===== src/rtc_alarm_pkg.sv =====
package rtc_alarm_pkg;

    localparam int REG_ADDR_W = 8;
    localparam int MAX_ALARMS = 2;

    // register offsets
    localparam logic [7:0] OFS_RW = 8'h00;
    localparam logic [7:0] OFS_STATUS = 8'h04;
    localparam logic [7:0] OFS_ALM_TIME [MAX_ALARMS] = '{8'h08, 8'h10};
    localparam logic [7:0] OFS_ALM_DATE [MAX_ALARMS] = '{8'h0c, 8'h14};
    localparam logic [7:0] OFS_INTR = 8'h18;
    localparam logic [7:0] OFS_INTR_MASK = 8'h1c;
    localparam logic [7:0] OFS_INTR_MASKED = 8'h20;
    localparam logic [7:0] OFS_DEEP_OFF = 8'h24;

    // read/write control, status busy and hibernate gate fields
    localparam int RW_READ_BIT = 0;
    localparam int RW_WRITE_BIT = 1;
    localparam int RW_HR12_BIT = 2;
    localparam int STATUS_BUSY_BIT = 0;
    localparam int HIB_GATE_BIT = 0;

    // alarm time word fields
    localparam int SEC_LSB = 0;
    localparam int SEC_EN_BIT = 7;
    localparam int MIN_LSB = 8;
    localparam int MIN_EN_BIT = 15;
    localparam int HOUR_LSB = 16;
    localparam int HOUR_EN_BIT = 23;
    localparam int DAY_LSB = 24;
    localparam int DAY_EN_BIT = 31;
    // alarm date word fields
    localparam int DATE_LSB = 0;
    localparam int DATE_EN_BIT = 7;
    localparam int MON_LSB = 8;
    localparam int MON_EN_BIT = 15;
    localparam int MASTER_BIT = 31;

    // interrupt source bits
    localparam int IRQ_CENTURY_BIT = 2;
    localparam int IRQ_W = 3;

    // reset values and century rollover years
    localparam logic [IRQ_W-1:0] INTR_RST = 3'h0;
    localparam logic [IRQ_W-1:0] MASK_RST = 3'h0;
    localparam logic [7:0] YEAR_RST = 8'h00;
    localparam logic [7:0] YEAR_LAST = 8'h99;
    localparam logic [7:0] YEAR_FIRST = 8'h00;

    typedef struct packed {
        logic [3:0] mon;
        logic [5:0] date;
        logic [2:0] day;
        logic [5:0] hour;
        logic [6:0] min;
        logic [6:0] sec;
    } cal_s;

    typedef struct packed {
        logic [7:0] year;
        cal_s cal;
    } rtc_now_s;

    typedef struct packed {
        logic master;
        logic mon_en;
        logic date_en;
        logic day_en;
        logic hour_en;
        logic min_en;
        logic sec_en;
        cal_s val;
    } alarm_s;

    localparam alarm_s ALARM_RST = '0;

endpackage


===== src/rtc_alarm_match.sv =====
// Summary of operation
// (RULE1) alarms compare month, date, weekday, hour, minute, second
// (RULE2) each field has own enable bit
// (RULE3) seconds value is 7-bit BCD
// (RULE4) minutes value is 7-bit BCD
// (RULE5) hours value is 6-bit BCD, AM/PM
// (RULE6) weekday value is 3-bit BCD 1-7
// (RULE7) day-of-month value is 6-bit BCD
// (RULE8) month value is 4-bit BCD
// (RULE9) master enable low blocks alarm
// (RULE10) no fields enabled: interrupt every second
// (RULE11) two independent alarms with own settings
// (RULE12) alarm registers use freeze and commit handshake
// (RULE13) mask bits gate each interrupt source
// (RULE14) century interrupt on year 99 to 00
// (RULE15) alarm interrupt wakes sleep states
// (RULE16) hibernate wake only while gate bit set
// (RULE17) read request freezes copy, refused when busy
// (RULE18) writes need write request; commit on one edge
// (RULE19) twelve hour select picks hour format
// (RULE20) flag set once when enabled fields match
`timescale 1ns/10ps
`default_nettype none

module rtc_alarm_match
    import rtc_alarm_pkg::*;
#(
    parameter int ALARM_COUNT = 2
) (
    input wire logic core_clk,
    input wire logic rstn,
    input wire logic [REG_ADDR_W-1:0] addr,
    input wire logic [31:0] wdata,
    input wire logic wr,
    input wire logic rd,
    output logic [31:0] rdata,
    input wire logic low_freq_crystal_clock,
    input wire logic sec_update,
    input wire rtc_now_s rtc_now,
    output logic twelve_hour_select,
    output logic irq,
    output logic wake_sleep,
    output logic wake_hibernate
);

    if (ALARM_COUNT < 1 || ALARM_COUNT > MAX_ALARMS) begin : g_bad_count
        $error("ALARM_COUNT must be 1 or 2");
    end

    if (IRQ_CENTURY_BIT != MAX_ALARMS || IRQ_W != MAX_ALARMS + 1) begin : g_bad_irq
        $error("interrupt bits must be the alarms, then century");
    end

    function automatic logic alarm_hit(input alarm_s a, input cal_s now);
        logic hit;
        hit = a.master; // RULE9
        if (a.sec_en && a.val.sec != now.sec) hit = 1'b0; // RULE2
        if (a.min_en && a.val.min != now.min) hit = 1'b0;
        if (a.hour_en && a.val.hour != now.hour) hit = 1'b0;
        if (a.day_en && a.val.day != now.day) hit = 1'b0;
        if (a.date_en && a.val.date != now.date) hit = 1'b0;
        if (a.mon_en && a.val.mon != now.mon) hit = 1'b0;
        return hit; // RULE10
    endfunction

    function automatic logic [31:0] pack_time(input alarm_s a);
        logic [31:0] w;
        w = 32'h0000_0000;
        w[SEC_LSB +: 7] = a.val.sec;
        w[SEC_EN_BIT] = a.sec_en;
        w[MIN_LSB +: 7] = a.val.min;
        w[MIN_EN_BIT] = a.min_en;
        w[HOUR_LSB +: 6] = a.val.hour;
        w[HOUR_EN_BIT] = a.hour_en;
        w[DAY_LSB +: 3] = a.val.day;
        w[DAY_EN_BIT] = a.day_en;
        return w;
    endfunction

    function automatic logic [31:0] pack_date(input alarm_s a);
        logic [31:0] w;
        w = 32'h0000_0000;
        w[DATE_LSB +: 6] = a.val.date;
        w[DATE_EN_BIT] = a.date_en;
        w[MON_LSB +: 4] = a.val.mon;
        w[MON_EN_BIT] = a.mon_en;
        w[MASTER_BIT] = a.master;
        return w;
    endfunction

    function automatic alarm_s load_time(input alarm_s a, input logic [31:0] w);
        alarm_s r;
        r = a;
        r.val.sec = w[SEC_LSB +: 7]; // RULE3
        r.sec_en = w[SEC_EN_BIT];
        r.val.min = w[MIN_LSB +: 7]; // RULE4
        r.min_en = w[MIN_EN_BIT];
        r.val.hour = w[HOUR_LSB +: 6]; // RULE5
        r.hour_en = w[HOUR_EN_BIT];
        r.val.day = w[DAY_LSB +: 3]; // RULE6
        r.day_en = w[DAY_EN_BIT];
        return r;
    endfunction

    function automatic alarm_s load_date(input alarm_s a, input logic [31:0] w);
        alarm_s r;
        r = a;
        r.val.date = w[DATE_LSB +: 6]; // RULE7
        r.date_en = w[DATE_EN_BIT];
        r.val.mon = w[MON_LSB +: 4]; // RULE8
        r.mon_en = w[MON_EN_BIT];
        r.master = w[MASTER_BIT];
        return r;
    endfunction

    // one select bit per alarm time word
    function automatic logic [MAX_ALARMS-1:0] time_sel(input logic [REG_ADDR_W-1:0] a);
        logic [MAX_ALARMS-1:0] s;
        s = '0;
        for (int i = 0; i < ALARM_COUNT; i++) begin
            s[i] = (a == OFS_ALM_TIME[i]);
        end
        return s;
    endfunction

    // one select bit per alarm date word
    function automatic logic [MAX_ALARMS-1:0] date_sel(input logic [REG_ADDR_W-1:0] a);
        logic [MAX_ALARMS-1:0] s;
        s = '0;
        for (int i = 0; i < ALARM_COUNT; i++) begin
            s[i] = (a == OFS_ALM_DATE[i]);
        end
        return s;
    endfunction

    logic read_req;
    logic write_req;
    logic commit_pend;
    logic hr12;
    logic hib_gate;
    logic [IRQ_W-1:0] intr;
    logic [IRQ_W-1:0] mask;
    logic [7:0] prev_year;
    alarm_s user_alm [ALARM_COUNT];
    alarm_s live_alm [ALARM_COUNT];

    logic next_read_req;
    logic next_write_req;
    logic next_commit_pend;
    logic next_hr12;
    logic next_hib_gate;
    logic [IRQ_W-1:0] next_intr;
    logic [IRQ_W-1:0] next_mask;
    logic [7:0] next_prev_year;
    logic [31:0] next_rdata;
    alarm_s next_user_alm [ALARM_COUNT];
    alarm_s next_live_alm [ALARM_COUNT];

    logic [IRQ_W-1:0] intr_set;
    logic [IRQ_W-1:0] intr_masked;
    logic [MAX_ALARMS-1:0] alarm_match;
    logic [MAX_ALARMS-1:0] time_hit;
    logic [MAX_ALARMS-1:0] date_hit;

    assign time_hit = time_sel(addr);
    assign date_hit = date_sel(addr);

    // one comparator per alarm; slots beyond the count never fire
    for (genvar g = 0; g < MAX_ALARMS; g++) begin : g_alarm
        if (g < ALARM_COUNT) begin : g_used
            assign alarm_match[g] = alarm_hit(live_alm[g], rtc_now.cal); // RULE1 RULE11
        end else begin : g_unused
            assign alarm_match[g] = 1'b0;
        end
    end

    always_comb begin
        intr_set = '0;
        if (sec_update) begin
            intr_set[MAX_ALARMS-1:0] = alarm_match; // RULE20
        end
        if (prev_year == YEAR_LAST && rtc_now.year == YEAR_FIRST) begin
            intr_set[IRQ_CENTURY_BIT] = 1'b1; // RULE14
        end
    end

    assign intr_masked = intr & mask; // RULE13

    always_comb begin
        next_read_req = read_req;
        next_write_req = write_req;
        next_commit_pend = commit_pend;
        next_hr12 = hr12;
        next_hib_gate = hib_gate;
        next_intr = intr;
        next_mask = mask;
        next_prev_year = rtc_now.year;
        next_rdata = 32'h0000_0000;
        next_user_alm = user_alm;
        next_live_alm = live_alm;

        // new values reach the live alarms on the first core clock edge with the crystal clock high
        if (commit_pend && low_freq_crystal_clock) begin
            next_live_alm = user_alm; // RULE18
            next_commit_pend = 1'b0;
        end

        if (wr) begin
            if (addr == OFS_RW) begin
                next_hr12 = wdata[RW_HR12_BIT]; // RULE19
                if (!wdata[RW_READ_BIT]) begin
                    next_read_req = 1'b0;
                end else if (!read_req && !commit_pend && !write_req) begin
                    next_read_req = 1'b1; // RULE17
                    next_user_alm = live_alm; // RULE12
                end
                if (!wdata[RW_WRITE_BIT]) begin
                    if (write_req) begin
                        next_write_req = 1'b0;
                        next_commit_pend = 1'b1; // RULE18
                    end
                end else if (!write_req && !commit_pend && !read_req
                             && !next_read_req) begin
                    next_write_req = 1'b1;
                end
            end else if (addr == OFS_INTR) begin
                next_intr = intr & ~wdata[IRQ_W-1:0];
            end else if (addr == OFS_INTR_MASK) begin
                next_mask = wdata[IRQ_W-1:0];
            end else if (addr == OFS_DEEP_OFF) begin
                next_hib_gate = wdata[HIB_GATE_BIT];
            end else if (write_req) begin
                for (int i = 0; i < ALARM_COUNT; i++) begin
                    if (time_hit[i]) begin
                        next_user_alm[i] = load_time(user_alm[i], wdata); // RULE12
                    end else if (date_hit[i]) begin
                        next_user_alm[i] = load_date(user_alm[i], wdata);
                    end
                end
            end
        end

        // a new event beats a clear in the same cycle
        next_intr = next_intr | intr_set;

        if (rd) begin
            if (addr == OFS_RW) begin
                next_rdata[RW_READ_BIT] = read_req;
                next_rdata[RW_WRITE_BIT] = write_req;
                next_rdata[RW_HR12_BIT] = hr12;
            end else if (addr == OFS_STATUS) begin
                next_rdata[STATUS_BUSY_BIT] = commit_pend;
            end else if (addr == OFS_INTR) begin
                next_rdata[IRQ_W-1:0] = intr;
            end else if (addr == OFS_INTR_MASK) begin
                next_rdata[IRQ_W-1:0] = mask;
            end else if (addr == OFS_INTR_MASKED) begin
                next_rdata[IRQ_W-1:0] = intr_masked;
            end else if (addr == OFS_DEEP_OFF) begin
                next_rdata[HIB_GATE_BIT] = hib_gate;
            end else begin
                for (int i = 0; i < ALARM_COUNT; i++) begin
                    if (time_hit[i]) begin
                        next_rdata = pack_time(user_alm[i]);
                    end else if (date_hit[i]) begin
                        next_rdata = pack_date(user_alm[i]);
                    end
                end
            end
        end
    end

    always_ff @(posedge core_clk or negedge rstn) begin
        if (!rstn) begin
            read_req <= 1'b0;
            write_req <= 1'b0;
            commit_pend <= 1'b0;
            hr12 <= 1'b0;
            hib_gate <= 1'b0;
            intr <= INTR_RST;
            mask <= MASK_RST;
            prev_year <= YEAR_RST;
            rdata <= 32'h0000_0000;
            for (int i = 0; i < ALARM_COUNT; i++) begin
                user_alm[i] <= ALARM_RST;
                live_alm[i] <= ALARM_RST;
            end
        end else begin
            read_req <= next_read_req;
            write_req <= next_write_req;
            commit_pend <= next_commit_pend;
            hr12 <= next_hr12;
            hib_gate <= next_hib_gate;
            intr <= next_intr;
            mask <= next_mask;
            prev_year <= next_prev_year;
            rdata <= next_rdata;
            user_alm <= next_user_alm;
            live_alm <= next_live_alm;
        end
    end

    assign twelve_hour_select = hr12; // RULE19
    assign irq = |intr_masked;
    assign wake_sleep = irq; // RULE15
    assign wake_hibernate = irq & hib_gate; // RULE16

endmodule

`default_nettype wire


===== config.mk =====
export PLATFORM = sky130hd
export DESIGN_NAME = rtc_alarm_match
export DESIGN_NICKNAME = d
export VERILOG_FILES = /design/src/rtc_alarm_pkg.sv /design/src/rtc_alarm_match.sv
export SDC_FILE = /design/constraint.sdc
export NUM_CORES = 1
export LEC_CHECK = 0
export BUFFER_PORTS_ARGS = -buffer_cell sky130_fd_sc_hd__buf_4
export CAP_MARGIN = 20
export CORE_UTILIZATION = 45
export DETAILED_ROUTE_END_ITERATION = 8
export GPL_ROUTABILITY_DRIVEN = 0
export PLACE_DENSITY = 0.64
export SLEW_MARGIN = 20
export SYNTH_ARGS = -nofsm -noshare
export SYNTH_HDL_FRONTEND = slang
export SYNTH_SLANG_ARGS = --single-unit

===== constraint.sdc =====
create_clock -name core_clk -period 2.3 [get_ports core_clk]
set_input_delay 0 -clock core_clk [delete_from_list [all_inputs] [get_ports core_clk]]
set_output_delay 0 -clock core_clk [all_outputs]
set_load 0.1 [all_outputs]

# Word-level counts from Yosys, hierarchy flattened
# Cells that the tools add are included.
totals:
  register_bits: 211
  inputBits: 87
  output_inout_bits: 36
  wordCells: 201
classes:
  eq_ne: 30
  n_mux: 63
  bitwise_logic: 8
  n_reduce_logical: 39
ops:
  columns: ["op", "n"]
  rows:
  - ["2-to-1 mux 80 bit", 7]
  - ["2-to-1 mux 32 bit", 12]
  - ["2-to-1 mux 40 bit", 4]
  - ["2-to-1 mux 29 bit", 4]
  - ["2-to-1 mux 31 bit", 2]
  - ["== test 8 x 5 -> 1 bit (second input constant)", 4]
  - ["inequality test 7 bit", 4]
  - ["2-to-1 mux 1 bit", 26]
  - ["inequality test 6 bit", 4]
  - ["2-to-1 mux 3 bit", 7]
  - ["logical AND 1 bit", 19]
  - ["AND reduction 9 bit", 2]
  - ["== test 8 x 4 -> 1 bit (second input constant)", 2]
  - ["== test 8 x 6 -> 1 bit (second input constant)", 2]
  - ["logical NOT 8 bit", 2]
  - ["AND reduction 8 bit", 2]
  - ["inequality test 2 bit (second input constant)", 5]
  - ["nonzero test 2 bit", 5]
  - ["== test 8 x 3 -> 1 bit (second input constant)", 1]
  - ["== test 8 bit (second input constant)", 1]
  - ["inequality test 4 bit", 2]
  - ["bitwise AND 3 bit", 2]
  - ["inequality test 2 x 1 -> 1 bit (second input constant)", 3]
  - ["inequality test 3 bit", 2]
  - ["11 further kinds", 16]

# Depth between registers and ports, before layout
logic_depth:
  word_depth: 19
  ltp_mapped: 8
  depth_no_buf: 5

# Least setup slack after synthesis
# OpenSTA, ideal clock, no wires.
synth_path:
  path_type: "register to output"
  startpoint: "reg mask[2]"
  endpoint: "out wake_hibernate"
  arrival_ns: 1.988
  t_required_ns: 2.300
  setup_slack_ns: 0.312
  stages_incl_launch_ff: 4
  n_path_buf: 0
  path_cell_list: "dfrtp_1 > a22oi_1 > nand2_1 > and2_1"
synth_via:
  elab_chain_len: 3
synth_rtl:
  columns: ["element", "line_no", "source"]
  rows:
  - ["start: declaration", "rtc_alarm_match.sv:142", "logic [IRQ_W-1:0] mask;"]
  - ["start signal: assignment", "rtc_alarm_match.sv:295", "mask <= next_mask;"]
  - ["bitwise AND 3 bit", "rtc_alarm_match.sv:187", "assign intr_masked = intr & mask;"]
  - ["OR reduction 3 bit", "rtc_alarm_match.sv:304", "assign irq = |intr_masked;"]
  - ["via irq", "rtc_alarm_match.sv:41", "output logic irq,"]
  - ["bitwise AND 1 bit", "rtc_alarm_match.sv:306", "assign wake_hibernate = irq & hib_gate;"]
  - ["end: declaration", "rtc_alarm_match.sv:43", "output logic wake_hibernate"]
# The timed path passes the listed nets, and every way through them passes these cells.

# Final worst setup path
layout_path:
  startpoint: "reg live_alm[2] (netlist bit)"
  endpoint: "reg intr[1]"
layout_via:
  elab_chain_len: 10
layout_rtl:
  columns: ["element", "line_no", "source"]
  rows:
  - ["start: declaration", "rtc_alarm_match.sv:145", "alarm_s live_alm [ALARM_COUNT];"]
  - ["start signal: assignment", "rtc_alarm_match.sv:299", "live_alm <= next_live_alm;"]
  - ["inequality test 7 bit", "rtc_alarm_match.sv:57", "if (a.sec_en && a.val.sec != now.sec) hit = 1'b0;"]
  - ["logical AND 1 bit", "rtc_alarm_match.sv:57", null]
  - ["2-to-1 mux 1 bit", "rtc_alarm_match.sv:57", null]
  - ["2-to-1 mux 1 bit", "rtc_alarm_match.sv:58", "if (a.min_en && a.val.min != now.min) hit = 1'b0;"]
  - ["2-to-1 mux 1 bit", "rtc_alarm_match.sv:59", "if (a.hour_en && a.val.hour != now.hour) hit = 1'b0;"]
  - ["2-to-1 mux 1 bit", "rtc_alarm_match.sv:60", "if (a.day_en && a.val.day != now.day) hit = 1'b0;"]
  - ["2-to-1 mux 1 bit", "rtc_alarm_match.sv:61", "if (a.date_en && a.val.date != now.date) hit = 1'b0;"]
  - ["2-to-1 mux 1 bit", "rtc_alarm_match.sv:62", "if (a.mon_en && a.val.mon != now.mon) hit = 1'b0;"]
  - ["2-to-1 mux 2 bit", "rtc_alarm_match.sv:179", "if (sec_update) begin"]
  - ["OR 3 bit", "rtc_alarm_match.sv:244", "next_intr = next_intr | intr_set;"]
  - ["via next_intr[1]", "rtc_alarm_match.sv:152", "logic [IRQ_W-1:0] next_intr;"]
  - ["end signal: assignment", "rtc_alarm_match.sv:294", "intr <= next_intr;"]
  - ["end: declaration", "rtc_alarm_match.sv:141", "logic [IRQ_W-1:0] intr;"]
# The timed path passes the listed nets, and every way through them passes these cells.
# A chain may end at the register's enable or synchronous reset.

==> results.txt <==
Cell row count - 53
Max-cap check violation count - 0
Overall die area - 0.02202 mm^2
Most common library cell in the layout ignoring fill and taps - sky130_fd_sc_hd__dfrtp_1
Clock Latency Late Sink - 500 ps
Run status - completed
Share of total power in sequential cells - 47.4%
Average wire per standard cell - 19.94 um
Detailed Route WL - 24.94 mm
Post-synthesis sequential area ratio - 53.44%
Post-CTS resize count - 0
Placeable core region - 0.02102 mm^2
Fmax achieved - 0.4453 GHz
Post-route fraction of the period consumed by the critical path - 97.63%
Initial Utilization - 45.88%
Level count of the clock H-tree - 1
Post-synthesis to final-layout area growth - 24.92%
Number of distinct library cells after synthesis - 55
Clock power frac - 45.5%
Clock Pin Slew Worst Setup and Hold Paths - 60 ps
Most used cells in the layout excluding fill and tap cells - sky130_fd_sc_hd__dfrtp_1, sky130_fd_sc_hd__buf_4, sky130_fd_sc_hd__mux2_2
Setup repair after global routing missed its margin - false
Cell type contributing the most total cell area after synthesis - sky130_fd_sc_hd__dfrtp_1
Final Hold Violating Endpoints - 0
Number of global-route vias before repair - 7092
Per-cell via count in the routed design - 5.737
Number of enable flip-flop cells after synthesis - 0
TritonCTS sink count - 206
Cell count after synthesis - 808
Cell area after synthesis - 0.009646 mm^2
Pre-CTS setup slack - 186.6 ps
Post-synth ARST share - 100.0%
Most area-consuming cells after synthesis - sky130_fd_sc_hd__dfrtp_1, sky130_fd_sc_hd__mux2_2, sky130_fd_sc_hd__a22oi_1
Dominant synthesized flop cell - sky130_fd_sc_hd__dfrtp_1
Final Non-Filler Cells - 1251
Combinational share of power - 7.2%
Share of cells above drive strength 1 - 30.23%
Global-route wire length before repair - 40.05 mm
Smallest setup slack after layout - 54.53 ps
Syn_area_per_cell - 11.94 um^2
P_sw - 1752 uW
Nets - 1049
Count of yosys warnings during synthesis - 0
Min Hold Slack - 64.26 ps
Number of DRC violations after detailed-routing iteration 0 - 632
Post-CTS setup-driven buffer insertion count - 0
Power per standard cell area - 642.5 mW/mm^2
Count of port buffers added during placement - 112
Total global routing track utilization - 23.27%
Category of the most critical setup path - flip-flop to flip-flop
Detailed-placement wirelength estimate - 15.96 mm
Antenna violations before repair - 1
Proportion of total power due to net switching - 22.64%
Diode insertion count for antenna repair - 0
Data arrival at the endpoint of the critical path - 2680 ps
Clock tree root buffer cell - sky130_fd_sc_hd__clkbuf_16
Detail Route Antenna Nets - 0
Total congestion overflow - 0
Clock tree from TritonCTS - done
Summed negative setup slack over all endpoints - 0 ps
Number of iterations in the first detailed-routing pass - 5
Share of the core filled with cells - 57.32%
Horizontal extent of the die - 148.4 um
Max-slew headroom - 54.01%
Crit-path max FO - 3
Buffers from clock root to sink, at most - 3
Pins over their slew limit - 0
Leakage component of the power - 0.005629 uW
Hold Crit Class - input pin to flip-flop
Height of the chip - 148.4 um
Proportion of netlist area held by the largest area contributor - 53.44%
Internal power summed over all cells - 5989 uW
DRC violation count after routing - 0
Type of element capturing the critical path - flip-flop
Clock skew - 4.334 ps
Number of placed cells counting well taps - 1169
Seq cells post-synth - 206
Maximum number of pins on one net before global-route repair - 84
Final critical-path required period - 2245 ps
Number of endpoints failing setup at the final stage - 0
Via count - 7177
Actual transition at the worst max-transition pin - 689.8 ps
Count of boundary I/O pins - 123
Num CTS Buffers - 23
Required time of the critical path - 2730 ps
Type of element launching the critical path - flip-flop
Worst IR Drop VDD - 0.0007178 V
-- worst max-delay path, cell delays in order, from the launching register on --
cell and delay [ps]:
sky130_fd_sc_hd__dfrtp_1 400, sky130_fd_sc_hd__xnor2_1 180, sky130_fd_sc_hd__nand4_1 120, sky130_fd_sc_hd__o41ai_1 500
sky130_fd_sc_hd__nand4_1 220, sky130_fd_sc_hd__o2bb2ai_1 170, sky130_fd_sc_hd__dlygate4sd3_1 580
-- power by group through the flow --
| stage | Combinational (uW) | Clock [uW] | Sequential, uW |
|---|---|---|---|
| floorplan | 197 | 0 | 3740 |
| detailed placement | 501 | 0 | 3730 |
| CTS | 560 | 3610 | 3670 |
| global placement | 499 | 0 | 3730 |
| finish | 556 | 3520 | 3670 |
| global route | 600 | 3750 | 3670 |
-- synthesized netlist by cell type, types with 2 or more instances --
| cell type | n |
|---|---|
| sky130_fd_sc_hd__nand3_1 | 6 |
| sky130_fd_sc_hd__or3_1 | 2 |
| sky130_fd_sc_hd__nand2b_1 | 2 |
| sky130_fd_sc_hd__a31oi_1 | 2 |
| sky130_fd_sc_hd__inv_1 | 6 |
| sky130_fd_sc_hd__xor2_1 | 34 |
| sky130_fd_sc_hd__o2bb2ai_1 | 2 |
| sky130_fd_sc_hd__dfrtp_1 | 206 |
| sky130_fd_sc_hd__o22a_1 | 2 |
| sky130_fd_sc_hd__a222oi_1 | 3 |
| sky130_fd_sc_hd__a22oi_1 | 72 |
| sky130_fd_sc_hd__a32oi_1 | 4 |
| sky130_fd_sc_hd__buf_2 | 10 |
| sky130_fd_sc_hd__xnor2_1 | 32 |
| sky130_fd_sc_hd__nand4_1 | 14 |
| sky130_fd_sc_hd__nor2b_1 | 2 |
| sky130_fd_sc_hd__o41ai_1 | 6 |
| sky130_fd_sc_hd__buf_4 | 7 |
| sky130_fd_sc_hd__and4_1 | 4 |
| sky130_fd_sc_hd__nor3_1 | 4 |
| sky130_fd_sc_hd__and3_1 | 3 |
| sky130_fd_sc_hd__nor2_1 | 22 |
| sky130_fd_sc_hd__clkbuf_1 | 35 |
| sky130_fd_sc_hd__o21ai_1 | 24 |
| sky130_fd_sc_hd__buf_6 | 3 |
| sky130_fd_sc_hd__a21oi_1 | 13 |
| sky130_fd_sc_hd__and2_1 | 2 |
| sky130_fd_sc_hd__a22o_1 | 40 |
| sky130_fd_sc_hd__nand2_1 | 63 |
| sky130_fd_sc_hd__o32ai_1 | 2 |
| sky130_fd_sc_hd__nor4_1 | 4 |
| sky130_fd_sc_hd__o31ai_1 | 6 |
| sky130_fd_sc_hd__buf_1 | 3 |
| sky130_fd_sc_hd__mux2_2 | 112 |
| sky130_fd_sc_hd__mux2_1 | 12 |
| sky130_fd_sc_hd__o21ai_0 | 23 |
| sky130_fd_sc_hd__o211ai_1 | 2 |
| sky130_fd_sc_hd__nor3_2 | 2 |
-- cell families (layout without fill, tap and decap cells) --
| logic type | count (synthesis) | count (layout) | synth area share [%] |
|---|---|---|---|
| flip-flops | 206 | 206 | 53.44 |
| AO/OA/AOI/OAI | 209 | 209 | 15.72 |
| XOR/XNOR | 66 | 66 | 5.993 |
| AND/OR/NAND/NOR | 137 | 137 | 7.096 |
| other | 1 | 5 | 0.03888 |
| buffers and inverters | 64 | 228 | 3.126 |
| multiplexers | 125 | 125 | 14.58 |
-- repair_timing --
| item | CTS | global route |
|---|---|---|
| endpoints found under the setup margin | 0 | 0 |
| hold buffers | 43 | 0 |
| endpoints found under the hold margin | 178 | 0 |
-- flip-flops by register name (all words and copies together) (netlist names) --
signal and cells:
read_req 1, hib_gate 1, twelve_hour_select 1, prev_year 8, user_alm 80, intr 3, rdata 27, write_req 1
commit_pend 1, mask 3, live_alm 80
-- layer usage --
| metal | GRT usage [%] | share of wire, % |
|---|---|---|
| met2 | 35.68 | 46 |
| met1 | 34.97 | 47 |
| met4 | 4.691 | 1.8 |
| met3 | 3.497 | 5.7 |
| met5 | 0 | 0.052 |
-- final cells by class --
class	instances	area, um^2
clock buffer	35	670.6
clock inverter	4	50.05
fill	1746	8972
inverter	6	22.52
multi-input combinational	542	4232
sequential	206	5155
tap	275	344.1
timing repair buffer	183	1575
-- final timing paths --
| check | start | slack [ps] | depth (start not counted) | to |
|---|---|---|---|---|
| worst max-delay path | live_alm[2] | 50 | 6 | intr[1] |
| worst min register to register | user_alm[57] | 510 | 2 | user_alm[57] |
| worst max register to register | live_alm[2] | 50 | 6 | intr[1] |
| max in group asynchronous | rstn | 1440 | 3 | user_alm[63] |
| worst min-delay path | addr[4] | 60 | 4 | rdata[2] |
| min in group asynchronous | rstn | 110 | 2 | commit_pend |
-- stage by stage --
stage	total power, uW	cell area [um^2]
5_1_grt	8017	12050
4_1_cts	7832	12050
3_3_place_gp	4231	10900
6_report	7741	12050
2_1_floorplan	3932	9661
3_5_place_dp	4233	10900
Power figures use the tool's default switching activity.
